--- config.mk ---
export PLATFORM = sky130hd
export DESIGN_NAME = oaf_addr_top
export DESIGN_NICKNAME = d
export VERILOG_FILES = /design/src/pkg/oaf_pkg.sv /design/src/pkg/oaf_step_if.sv /design/src/design/oaf_stepper.sv /design/src/design/oaf_addr_top.sv
export VERILOG_INCLUDE_DIRS = /design/src /design/src/pkg
export SDC_FILE = /design/constraint.sdc
export NUM_CORES = 1
export LEC_CHECK = 0
export ABC_AREA = 1
export BUFFER_PORTS_ARGS = -buffer_cell sky130_fd_sc_hd__buf_2
export CORE_UTILIZATION = 26
export CTS_CLUSTER_DIAMETER = 40
export DETAILED_ROUTE_END_ITERATION = 7
export MAX_ROUTING_LAYER = met4
export PLACE_DENSITY_LB_ADDON = 0.25
export SYNTH_ARGS = -nofsm -noshare
export SYNTH_HDL_FRONTEND = slang
export SYNTH_HIERARCHICAL = 1
export SYNTH_SLANG_ARGS = --single-unit
--- constraint.sdc ---
create_clock -name ref_clk -period 3.35 [get_ports ref_clk]
set_input_delay 0.67 -clock ref_clk [delete_from_list [all_inputs] [get_ports ref_clk]]
set_output_delay 0.67 -clock ref_clk [all_outputs]
set_load 0.01 [all_outputs]
--- src/pkg/oaf_regs.svh ---
// Constants of the operand address formation block: widths, field positions, codes.
// Assumes inclusion by bare name from design files; definitions only.
`ifndef OAF_REGS_SVH
`define OAF_REGS_SVH
`define OAF_ADDR_W      19
`define OAF_CHAR_W      6
`define OAF_BANK_LSB    12
`define OAF_SECT_LSB    15
`define OAF_MAX_INSTR   4'hC
`define OAF_MOD3_DIRECT 3'h0
`define OAF_MOD3_INDIR  3'h7
`define OAF_MOD5_DIRECT 5'h00
`define OAF_MOD5_INDIR  5'h10
`define OAF_RESET_ADDR  19'h00000
`endif

--- src/pkg/oaf_pkg.sv ---
// Types of the operand address formation block.
// Assumes oaf_regs.svh is on the include path.
`include "oaf_regs.svh"
package oaf_pkg;
  typedef enum logic [1:0] {OAF_MODE_2CH, OAF_MODE_3CH, OAF_MODE_4CH} oaf_mode_t;
  typedef enum logic [1:0] {OAF_FORM_DIRECT, OAF_FORM_INDIRECT, OAF_FORM_INDEXED,
                            OAF_FORM_NONE} oaf_form_t;
  typedef enum logic [1:0] {OAF_STEP_NONE, OAF_STEP_UP, OAF_STEP_DOWN} oaf_step_t;
endpackage : oaf_pkg

--- src/pkg/oaf_step_if.sv ---
// Carrier between the top and the stepper: current value, mode, direction, result.
// Assumes both ends sit on the same clock.
`timescale 1ns/1ps
`include "oaf_regs.svh"
interface oaf_step_if;
  logic [`OAF_ADDR_W-1:0] cur;
  oaf_pkg::oaf_mode_t     mode;
  oaf_pkg::oaf_step_t     dir;
  logic                   chan;
  logic [`OAF_ADDR_W-1:0] nxt;
  modport top  (output cur, output mode, output dir, output chan, input nxt);
  modport step (input cur, input mode, input dir, input chan, output nxt);
endinterface : oaf_step_if

--- src/design/oaf_stepper.sv ---
// Combinational address stepper with bank or sector wrap.
// Assumes inputs are settled within the ref_clk cycle.
`timescale 1ns/1ps
`include "oaf_regs.svh"
module oaf_stepper (
  oaf_step_if.step s
);
  wire [`OAF_ADDR_W-1:0] full_up;
  wire [`OAF_ADDR_W-1:0] full_dn;
  wire [`OAF_ADDR_W-1:0] stepped;
  wire [`OAF_ADDR_W-1:0] keep_mask;
  wire                   wrap_all;

  // Whole register steps for channel cycles or four-character mode
  assign full_up  = s.cur + 19'h00001;
  assign full_dn  = s.cur - 19'h00001;
  assign wrap_all = s.chan || (s.mode == oaf_pkg::OAF_MODE_4CH);
  // Bits above the low field are kept; no carry or borrow reaches them
  assign keep_mask = (s.mode == oaf_pkg::OAF_MODE_2CH) ?
                     {{(`OAF_ADDR_W-`OAF_BANK_LSB){1'b1}}, {`OAF_BANK_LSB{1'b0}}} :
                     {{(`OAF_ADDR_W-`OAF_SECT_LSB){1'b1}}, {`OAF_SECT_LSB{1'b0}}};
  assign stepped = (s.dir == oaf_pkg::OAF_STEP_UP) ? full_up : full_dn;
  assign s.nxt = (s.dir == oaf_pkg::OAF_STEP_NONE) ? s.cur :
                 wrap_all ? stepped :
                 ((s.cur & keep_mask) | (stepped & ~keep_mask));
endmodule : oaf_stepper

--- src/design/oaf_addr_top.sv ---
// Operand address formation: mode state, sequence counter, A and B operand registers.
// Assumes an extraction sequencer that presents one instruction character per strobe,
// and an executor that strobes one step per operand character handled.
// Assumes every strobe comes from logic on ref_clk, so no input needs a synchroniser.
// Assumes the mode does not change while an address portion is being assembled.
// Register width is fixed at the largest memory; smaller memories ignore top bits.
// Named constants live in the shared header; the package holds only the types.
//
// Overview of operation
// - Items step up per character reading left to right, down reading right to left.
// - Extended move of a field left to right increments the address register.
// - Extended move of a record right to left decrements the address register.
// - Control registers hold the largest memory address: 12 to 19 bits, here 19.
// - Instructions span 1 to 12 six-bit characters; op code and variants one each.
// - Address portion length follows mode two, three or four characters.
// - Two-character address is one continuous 12-bit binary location 0 to 4095.
// - Two-character extraction writes low 12 bits, keeping bank bits.
// - Only the duplicates-A path overwrites the whole register for short addresses.
// - Execution uses the whole register, bank bits forming a base.
// - Two-character stepping wraps the low 12 bits without touching bank bits.
// - Peripheral channel cycles step all register bits.
// - No indexing or indirection in two-character mode.
// - Three-character address: top three bits modifier, low 15 bits location.
// - Three-character extraction loads low 15 bits; execution uses whole register.
// - Three-character stepping wraps the low 15 bits within one sector.
// - Four-character address: top five bits modifier, low 19 bits address.
// - Four-character extraction loads everything; stepping touches every bit.
// - With advanced programming, modifiers are decoded during extraction.
// - Sequence counter advances by one per instruction character fetched.
// - Field or rightmost-addressed operands decrement the A register per character.
// - Three-bit modifier: 000 direct, 111 indirect, 001 to 110 indexed.
// - Five-bit modifier: 00000 direct, 10000 indirect, others indexed.
`timescale 1ns/1ps
`include "oaf_regs.svh"
module oaf_addr_top (
  input  wire logic                   ref_clk,
  input  wire logic                   resetn,
  // Mode change from the change-addressing-mode instruction
  input  wire logic                   mode_wr,
  input  wire oaf_pkg::oaf_mode_t     mode_in,
  input  wire logic                   adv_prog_en,
  // Instruction character fetch
  input  wire logic                   seq_load,
  input  wire logic [`OAF_ADDR_W-1:0] seq_load_val,
  input  wire logic                   char_fetch,
  input  wire logic                   op_start,
  // Address character delivery during extraction
  input  wire logic                   addr_char_vld,
  input  wire logic [`OAF_CHAR_W-1:0] addr_char,
  input  wire logic                   addr_sel_b,
  input  wire logic                   dup_a,
  // Execution stepping
  input  wire logic                   step_a,
  input  wire logic                   step_b,
  input  wire logic                   step_up,
  input  wire logic                   chan_cycle,
  // Outputs
  output logic [`OAF_ADDR_W-1:0]      instruction_sequence_counter,
  output logic [`OAF_ADDR_W-1:0]      a_operand_address_reg,
  output logic [`OAF_ADDR_W-1:0]      b_operand_address_reg,
  output oaf_pkg::oaf_mode_t          addr_mode,
  output oaf_pkg::oaf_form_t          addr_form,
  output logic [4:0]                  addr_modifier,
  output logic                        addr_done,
  output logic                        instr_too_long
);
  logic                   rst_s1_r;
  logic                   rst_n_r;
  oaf_pkg::oaf_mode_t     mode_r;
  logic [`OAF_ADDR_W-1:0] seq_r;
  logic [`OAF_ADDR_W-1:0] a_r;
  logic [`OAF_ADDR_W-1:0] b_r;
  logic [23:0]            asm_r;
  logic [1:0]             cnt_r;
  logic [3:0]             ilen_r;
  logic                   done_r;
  logic                   long_r;
  oaf_pkg::oaf_form_t     form_r;
  logic [4:0]             modf_r;

  wire [1:0]              last_idx;
  wire                    last_char;
  wire [23:0]             asm_nxt;
  wire [`OAF_ADDR_W-1:0]  load_low;
  wire [`OAF_ADDR_W-1:0]  load_mask;
  wire [`OAF_ADDR_W-1:0]  tgt_cur;
  wire [`OAF_ADDR_W-1:0]  tgt_load;
  wire [2:0]              mod3;
  wire [4:0]              mod5;
  oaf_pkg::oaf_form_t     form_dec;
  wire [4:0]              modf_dec;
  wire [3:0]              ilen_nxt;
  // Named decode wires keep the processes short
  wire                    ilen_full;
  wire                    mode_2ch;
  wire                    mode_3ch;
  wire                    mode_4ch;
  wire                    mod3_dir;
  wire                    mod3_ind;
  wire                    mod5_dir;
  wire                    mod5_ind;
  wire                    mod_plain;
  wire                    code_dir;
  wire                    code_ind;
  wire                    load_a;
  wire                    load_b;
  oaf_pkg::oaf_step_t     dir_a;
  oaf_pkg::oaf_step_t     dir_b;

  // One carrier per operand register
  oaf_step_if sa ();
  oaf_step_if sb ();

  // Reset release through two flops; async assert
  // Release is synchronous so no register leaves reset on a different edge
  // Assertion stays asynchronous so the block is quiet even without a clock
  always_ff @(posedge ref_clk or negedge resetn) begin
    if (!resetn) begin
      rst_s1_r <= 1'b0;
      rst_n_r  <= 1'b0;
    end else begin
      rst_s1_r <= 1'b1;
      rst_n_r  <= rst_s1_r;
    end
  end

  // Mode state: held until the next mode change
  // Reset mode is four-character, so the whole register loads until a mode is chosen
  // Nothing else changes the mode, so every extraction sees the last one written
  always_ff @(posedge ref_clk or negedge rst_n_r) begin
    if (!rst_n_r) begin
      mode_r <= oaf_pkg::OAF_MODE_4CH;
    end else if (mode_wr) begin
      mode_r <= mode_in;
    end
  end

  // Sequence counter steps once per instruction character
  // A load wins over a fetch in the same cycle, so a branch target is never skipped
  // The counter spans all bits; instruction fetch is never confined to a bank
  always_ff @(posedge ref_clk or negedge rst_n_r) begin
    if (!rst_n_r) begin
      seq_r <= `OAF_RESET_ADDR;
    end else if (seq_load) begin
      seq_r <= seq_load_val;
    end else if (char_fetch) begin
      seq_r <= seq_r + 19'h00001;
    end
  end

  // Instruction length watch: more than twelve characters is flagged
  // The count saturates at twelve so a runaway fetch cannot wrap to a short length
  assign ilen_full = (ilen_r == `OAF_MAX_INSTR);
  assign ilen_nxt  = op_start ? 4'h1 : (ilen_r + 4'h1);

  always_ff @(posedge ref_clk or negedge rst_n_r) begin
    if (!rst_n_r) begin
      ilen_r <= 4'h0;
    end else if (char_fetch) begin
      ilen_r <= (ilen_full && !op_start) ? ilen_r : ilen_nxt;
    end
  end

  // Flag stands until the next op code character starts a new instruction
  always_ff @(posedge ref_clk or negedge rst_n_r) begin
    if (!rst_n_r) begin
      long_r <= 1'b0;
    end else if (char_fetch) begin
      long_r <= !op_start && ilen_full;
    end
  end

  // Mode decode shared by counting, field split and modifier decode
  assign mode_2ch = (mode_r == oaf_pkg::OAF_MODE_2CH);
  assign mode_3ch = (mode_r == oaf_pkg::OAF_MODE_3CH);
  assign mode_4ch = (mode_r == oaf_pkg::OAF_MODE_4CH);

  // Address characters assemble high first; count set by the mode
  // A mode change mid-address would move the last index; the sequencer must avoid it
  assign last_idx  = mode_2ch ? 2'h1 : (mode_3ch ? 2'h2 : 2'h3);
  assign last_char = addr_char_vld && (cnt_r == last_idx);
  assign asm_nxt   = {asm_r[17:0], addr_char};

  // Shift register clears on the last character so stale high bits never leak
  always_ff @(posedge ref_clk or negedge rst_n_r) begin
    if (!rst_n_r) begin
      asm_r <= 24'h000000;
    end else if (addr_char_vld) begin
      asm_r <= last_char ? 24'h000000 : asm_nxt;
    end
  end

  // Character index within the address portion
  always_ff @(posedge ref_clk or negedge rst_n_r) begin
    if (!rst_n_r) begin
      cnt_r <= 2'h0;
    end else if (addr_char_vld) begin
      cnt_r <= last_char ? 2'h0 : (cnt_r + 2'h1);
    end
  end

  // Field split of the completed address
  assign mod3 = asm_nxt[17:15];
  assign mod5 = asm_nxt[23:19];
  assign load_low = mode_2ch ? {7'h00, asm_nxt[11:0]} :
                    mode_3ch ? {4'h0, asm_nxt[14:0]} :
                    asm_nxt[18:0];
  // Bits replaced at extraction; duplicates-A path replaces all
  // Bits outside the mask keep the bank or sector base left by earlier work
  assign load_mask = (dup_a || mode_4ch) ? 19'h7FFFF :
                     mode_2ch ? 19'h00FFF :
                     19'h07FFF;
  assign tgt_cur  = addr_sel_b ? b_r : a_r;
  assign tgt_load = (tgt_cur & ~load_mask) | (load_low & load_mask);
  assign load_a   = last_char && !addr_sel_b;
  assign load_b   = last_char && addr_sel_b;

  // Modifier code compares; any code other than the two plain forms selects indexing
  assign mod3_dir = (mod3 == `OAF_MOD3_DIRECT);
  assign mod3_ind = (mod3 == `OAF_MOD3_INDIR);
  assign mod5_dir = (mod5 == `OAF_MOD5_DIRECT);
  assign mod5_ind = (mod5 == `OAF_MOD5_INDIR);
  // Two-character mode never indexes or indirects; nor does a processor without the option
  assign mod_plain = mode_2ch || !adv_prog_en;
  assign code_dir  = mode_3ch ? mod3_dir : mod5_dir;
  assign code_ind  = mode_3ch ? mod3_ind : mod5_ind;
  assign form_dec  = (mod_plain || code_dir) ? oaf_pkg::OAF_FORM_DIRECT :
                     code_ind ? oaf_pkg::OAF_FORM_INDIRECT : oaf_pkg::OAF_FORM_INDEXED;
  // Modifier is zero-extended in three-character mode and zero in two-character mode
  assign modf_dec = mode_2ch ? 5'h00 : (mode_3ch ? {2'h0, mod3} : mod5);

  // One-cycle completion pulse after the last address character
  always_ff @(posedge ref_clk or negedge rst_n_r) begin
    if (!rst_n_r) begin
      done_r <= 1'b0;
    end else begin
      done_r <= last_char;
    end
  end

  // Form and modifier hold until the next address completes
  // Form reads as none after reset, so a consumer can tell no address was taken yet
  always_ff @(posedge ref_clk or negedge rst_n_r) begin
    if (!rst_n_r) begin
      form_r <= oaf_pkg::OAF_FORM_NONE;
      modf_r <= 5'h00;
    end else if (last_char) begin
      form_r <= form_dec;
      modf_r <= modf_dec;
    end
  end

  // Step direction per register; the executor picks it per operand kind
  // Both registers share step_up, so A and B cannot step in opposite ways in one cycle
  assign dir_a = !step_a ? oaf_pkg::OAF_STEP_NONE :
                 step_up ? oaf_pkg::OAF_STEP_UP : oaf_pkg::OAF_STEP_DOWN;
  assign dir_b = !step_b ? oaf_pkg::OAF_STEP_NONE :
                 step_up ? oaf_pkg::OAF_STEP_UP : oaf_pkg::OAF_STEP_DOWN;

  // Stepper hookups; a channel cycle widens the step to every bit
  assign sa.cur  = a_r;
  assign sa.mode = mode_r;
  assign sa.dir  = dir_a;
  assign sa.chan = chan_cycle;
  assign sb.cur  = b_r;
  assign sb.mode = mode_r;
  assign sb.dir  = dir_b;
  assign sb.chan = chan_cycle;

  // One stepper per operand register; both see the same mode and channel cycle
  oaf_stepper u_step_a (
    .s (sa.step)
  );
  oaf_stepper u_step_b (
    .s (sb.step)
  );

  // Operand registers: extraction load wins over a step in the same cycle
  // A step strobed in the load cycle is lost; the executor never overlaps the two
  always_ff @(posedge ref_clk or negedge rst_n_r) begin
    if (!rst_n_r) begin
      a_r <= `OAF_RESET_ADDR;
    end else begin
      a_r <= load_a ? tgt_load : sa.nxt;
    end
  end

  // B register follows the same pattern with its own stepper
  always_ff @(posedge ref_clk or negedge rst_n_r) begin
    if (!rst_n_r) begin
      b_r <= `OAF_RESET_ADDR;
    end else begin
      b_r <= load_b ? tgt_load : sb.nxt;
    end
  end

  // Whole register is the operand address at execution
  // Outputs are the registers themselves, so every data output comes from a flop
  // No base is added here: the kept bank or sector bits already are the base
  assign a_operand_address_reg        = a_r;
  assign b_operand_address_reg        = b_r;
  assign instruction_sequence_counter = seq_r;
  assign addr_mode                    = mode_r;
  assign addr_form                    = form_r;
  assign addr_modifier                = modf_r;
  assign addr_done                    = done_r;
  assign instr_too_long               = long_r;
endmodule : oaf_addr_top

---- Word-level counts from Yosys, hierarchy flattened ----
Cells that the tools add are included.
word-level totals
  flip-flop bits (word level) ............. 94
  bits of input ports ..................... 41
  word-level logic and storage cells ...... 90
operators by class
  add/sub/neg operators ................... 7
  eq/ne operators ......................... 10
  multiplexer cells ....................... 30
  bitwise logic cells ..................... 12
  reduce and logical (&&, ||, !) cells .... 18
operators by type and width
  cell                   number
  $mux 19                14
  $and 19x19->19         6
  $add 19x1->19 const B  3
  $or 19x19->19          3
  $not 19->19            2
  $sub 19x1->19 const B  2
  $mux 15                2
  $mux 18                1
  $mux 2                 7
  $mux 5                 2
  $eq 2x1->1 const B     3
  $logic_not 2->1        3
  $eq 5x5->1 const B     1
  $logic_not 5->1        1
  $add 4x1->4 const B    1
  $eq 4x4->1 const B     1
  $logic_and 1x1->1      4
  $logic_or 1x1->1       4
  $mux 4                 1
  $ne 2x2->1 const B     2
  $eq 3x3->1 const B     1
  $logic_not 1->1        3
  $logic_not 3->1        1
  $mux 1                 3
  other kinds (6)        6

---- Longest topological paths before layout ----
  word-level depth ........................ 9
  mapped depth ............................ 20
  gate-level depth less buffers ........... 20

---- Hierarchy ----
Netlist, hierarchy kept.
by module, submodules not included
  module                  instances  cells each  area an instance (um^2)  seq. area each (um^2)
  oaf_addr_top            1          594         4613.2                   2356.0
  oaf_stepper (u_step_a)  1          261         1323.8                   0.0
  oaf_stepper (u_step_b)  1          259         1286.2                   0.0

---- Worst setup path after synthesis ----
No wires, ideal clock.
  path type ............................... input port to flip-flop
  start point ............................. input step_up
  end point ............................... register b_r[10] (netlist: b_operand_address_reg[10])
  arrival time ............................ 2.498 ns
  required time ........................... 3.233 ns
  setup slack ............................. 0.735 ns
  stages .................................. 17
  buffers on the path ..................... 0
  cells stage by stage .................... nand2_1 inv_1 inv_1 nor2_1 inv_1 ha_1 nand2_1 inv_1 nand2_1 nand2_1 nand2_1 nand3_2 or2_2 nand3_1 nand2_1 nand2_1 nand2_1
on the way
  longest elaborated chain between the ends .. 9
  elaborated cells between the ends (all ways) .. 11
  those cells by class .................... eq/ne: 2; mux: 6; bitwise: 2; reduce/logical: 1
RTL lines
  element               RTL line             source
  from (decl)           oaf_addr_top.sv:55   input wire logic step_up,
  $mux 2 (*)            oaf_addr_top.sv:258  step_up ? oaf_pkg::OAF_STEP_UP : oaf_pkg::OAF_STEP_DOWN;
  $mux 2 (*)            oaf_addr_top.sv:257  assign dir_b = !step_b ? oaf_pkg::OAF_STEP_NONE :
  net dir_b[0]          oaf_addr_top.sv:108  oaf_pkg::oaf_step_t dir_b;
  $eq 2x1->1 (*)        oaf_stepper.sv:22    assign stepped = (s.dir == oaf_pkg::OAF_STEP_UP) ? full_up : full_dn;
  $mux 19 (*)           oaf_stepper.sv:22
  $and 19x19->19        oaf_stepper.sv:25    ((s.cur & keep_mask) | (stepped & ~keep_mask));
  $or 19x19->19         oaf_stepper.sv:25
  $mux 19 (*)           oaf_stepper.sv:24    wrap_all ? stepped :
  $mux 19 (*)           oaf_stepper.sv:23    assign s.nxt = (s.dir == oaf_pkg::OAF_STEP_NONE) ? s.cur :
  net sb.nxt[10]        oaf_step_if.sv:10    logic [`OAF_ADDR_W-1:0] nxt;
  $mux 19 (*)           oaf_addr_top.sv:293  b_r <= load_b ? tgt_load : sb.nxt;
  to (signal assigned)  oaf_addr_top.sv:291  b_r <= `OAF_RESET_ADDR;
  to (signal assigned)  oaf_addr_top.sv:293
  to (decl)             oaf_addr_top.sv:72   logic [`OAF_ADDR_W-1:0] b_r;
The timed path passes the listed nets; every way through them passes the cells marked *. The select of a mux whose other input is x is not followed.
A chain may end at the register's enable or synchronous reset.

---- Worst setup path in the final report ----
  start point ............................. input step_up
  end point ............................... register a_r[15] (netlist: a_operand_address_reg[15])
on the way
  longest elaborated chain between the ends .. 9
  elaborated cells between the ends (all ways) .. 11
  those cells by class .................... eq/ne: 2; mux: 6; bitwise: 2; reduce/logical: 1
RTL lines
  element               RTL line             source
  $mux 2 (*)            oaf_addr_top.sv:256  step_up ? oaf_pkg::OAF_STEP_UP : oaf_pkg::OAF_STEP_DOWN;
  $mux 2 (*)            oaf_addr_top.sv:255  assign dir_a = !step_a ? oaf_pkg::OAF_STEP_NONE :
  net dir_a[0]          oaf_addr_top.sv:107  oaf_pkg::oaf_step_t dir_a;
  $eq 2x1->1 (*)        oaf_stepper.sv:22
  $mux 19 (*)           oaf_stepper.sv:22
  $and 19x19->19        oaf_stepper.sv:25
  $or 19x19->19         oaf_stepper.sv:25
  $mux 19 (*)           oaf_stepper.sv:24
  $mux 19 (*)           oaf_stepper.sv:23
  net sa.nxt[15]        oaf_step_if.sv:10
  $mux 19 (*)           oaf_addr_top.sv:284  a_r <= load_a ? tgt_load : sa.nxt;
  to (signal assigned)  oaf_addr_top.sv:282  a_r <= `OAF_RESET_ADDR;
  to (signal assigned)  oaf_addr_top.sv:284
  to (decl)             oaf_addr_top.sv:71   logic [`OAF_ADDR_W-1:0] a_r;
Marks and branches as above.

==> metrics <==
Synth Area in Compound Gates about a tenth; die area about 0.028 mm^2; final wirelength 22.4 mm; Synth top area share approximately a third; Final Hold Viols 0; Vias 7337; post-route cell area 0.00850 mm^2; mapped cell area 0.00722 mm^2; fin. max-slew vios 0; Horiz. Die Dim 169 um; max_slew headroom 26.0%; pwr/cell area between 800 and 900 mW/mm^2; Num CTS Buffers 9; TritonCTS clock tree built; most frequent cells after synthesis nand2_1, nand3_1, inv_1; Setup violations, final 0; leak pwr 4.56 nW; Congestion Overflow GR 0; fill count 3047; I/O Buffers 108; top cells by area, synth dfrtp_1, nand2_1, nand3_1; Post-Synth XOR/XNOR Area under 10%; vias in the first global route around 7000; worst hold path class in2async; crit start category input pin; r2r endpoint b_operand_address_reg[16]; hold slack 0.0854 ns; Root Buffer clkbuf_16; Mean Syn Cell Area about 6.5 um^2; initial antenna violation count 1; # hold bufs at CTS 0; CTS sink count 94; Cells after Synth 1114; placed cell area between 0.008 and 0.009 mm^2; VDD IR max around 0.00025 V; # nets final around 1300; Final Power 7.00 mW; endpoint type of the worst setup path register; FF-to-FF Start b_operand_address_reg[0]; worst-margin pin slew 1.11 ns; P&R area growth vs syn 17.6%; outcome complete, no violations; critical path peak fanout 17; clk_skew 0.00849 ns; # Post-CTS Setup Buffers 0; Yosys top cell by area dfrtp_1; Async S/R FF share, synth 100%; reg2reg path depth 14; I/O pin count approximately 110; simple-gate share of the synthesized area between 40% and 50%; routability cong. 0.926; Die Ht 169 um; post_cts resized 0; post-DP HPWL 17.2 mm; core box area 0.0271 mm^2; Via density 4.60; largest net degree at the start of global routing 73; first-pass GRT wire length 36.5 mm; Synth Register Bits 94; period utilization between 80% and 90%; fraction of layout cells with a size suffix above 1 15.2%; Worst Path Required 3.59 ns; Max Cap Violations 0; Syn Nets between 1000 and 1500; Post-synth EDFFs 0; max frequency 0.336 GHz; Initial Util 26.7%; critical path class in2reg; Synth Area in Adders 6.96%; sequential fraction of the synthesis area 32.6%; Initial DRT Pass Iterations 5; CP Data Arrival Time 3.21 ns; post-synthesis mux area share less than 1%; antenna viol nets, final 0; R2R Setup Slk 1.06 ns; RSZ-0062 raised after global routing no; Clock Latency Late Sink about 0.36 ns; H-tree levels 3; Reg clk slew, reported paths 0.07 ns; synth warn 6; minimum clock period after layout 2.97 ns; CTS max path bufs 2; initial drt markers 594; WL/cell 14.0 um; main combinational cell family by area after synthesis simple AND/OR/NAND/NOR gates; distinct cell type count after synthesis between 40 and 50; most common cell in the netlist nand2_1; setup tns final 0 ns; gr usage total 16.6%; FP Rows 60; Post-route DRC 0; ys flop type dfrtp_1
[report_power, final]
part           internal (mW)  total, mW  switching [mW]
Sequential              1.49       1.96           0.470
Combinational           1.45       3.88            2.43
Clock                  0.680       1.16           0.476
Total                   3.62       7.00            3.38
[final cells by class]
class	instances	area, um^2	area share (%)
timing repair buffer	119	623	7.33
inverter	119	452	5.32
antenna	1	2.50	0.0295
clock buffer	10	239	2.81
sequential	94	2360	27.8
clock inverter	6	92.6	1.09
multi-input combinational	874	4260	50.2
tap	372	465	5.48
[routing by layer]
metal / vias up / GRT usage, % / share of wire (%)
met5: - / - / 0
met4: 0 / 3.68 / 1.2
met3: 22 / 3.13 / 5.2
met2: 199 / 25.9 / 45
met1: 3333 / 22.3 / 49
li1: 3783 / - / -
[worst max path at each step]
| stage | cells past startpoint | to | start | slack [ns] |
|---|---|---|---|---|
| floorplan | 0 | a_operand_address_reg[0] | rst_n_r | 0.54 |
| global placement | 19 | a_operand_address_reg[16] | step_up | 0.05 |
| detailed placement | 19 | a_operand_address_reg[15] | step_up | 0.04 |
| CTS | 19 | a_operand_address_reg[15] | step_up | 0.40 |
| global route | 19 | a_operand_address_reg[16] | step_up | 0.11 |
| finish | 17 | a_operand_address_reg[15] | step_up | 0.38 |
[worst max-delay path, cell delays in order]
cell and delay [ns]:
buf_2 0.11, nand2_1 0.05, inv_1 0.06, inv_1 0.04
nor2_1 0.32, inv_1 0.40, ha_1 0.50, a21oi_1 0.25
o21ai_0 0.12, a21oi_1 0.18, nand2_1 0.09, nand2_1 0.06
nand3_1 0.10, nand2_1 0.10, inv_1 0.05, nand2_1 0.06
nand2_1 0.06
[layout by cell type, fill, tap and decap left out, types with 7 or more instances in the layout]
cell type  synthesis  layout
clkbuf_16          0       9
a21oi_1           45      45
dfrtp_1           91      90
buf_2              8     108
nor2_1            93      93
nand3_1          134     134
o21ai_0           44      44
a22oi_1           11      11
nand2_2            9       9
buf_4              3      11
ha_1              37      37
xor2_1             7       7
inv_1            112     112
a21oi_2            7       7
or2_2             13      13
nand2_1          424     424
[cell families (layout without fill, tap and decap cells)]
logic type	Yosys count	after routing
buffers and inverters	146	254
xor gates and xnor gates	13	13
other	1	2
and+or+nand+nor	699	699
adders and majority gates	39	39
AOI/OAI and AO/OA	121	121
DFF	94	94
muxes	1	1
[through the flow]
step	cells	setup WS [ns]	util, %
detailed placement	1578	0.0353	30.1
floorplan	1114	0.543	-
CTS	1594	0.401	31.3
global placement	1578	0.0530	30.1
global route	1595	0.109	31.4
finish	1595	0.377	31.4
No activity file was read; power rests on OpenSTA's default activity.
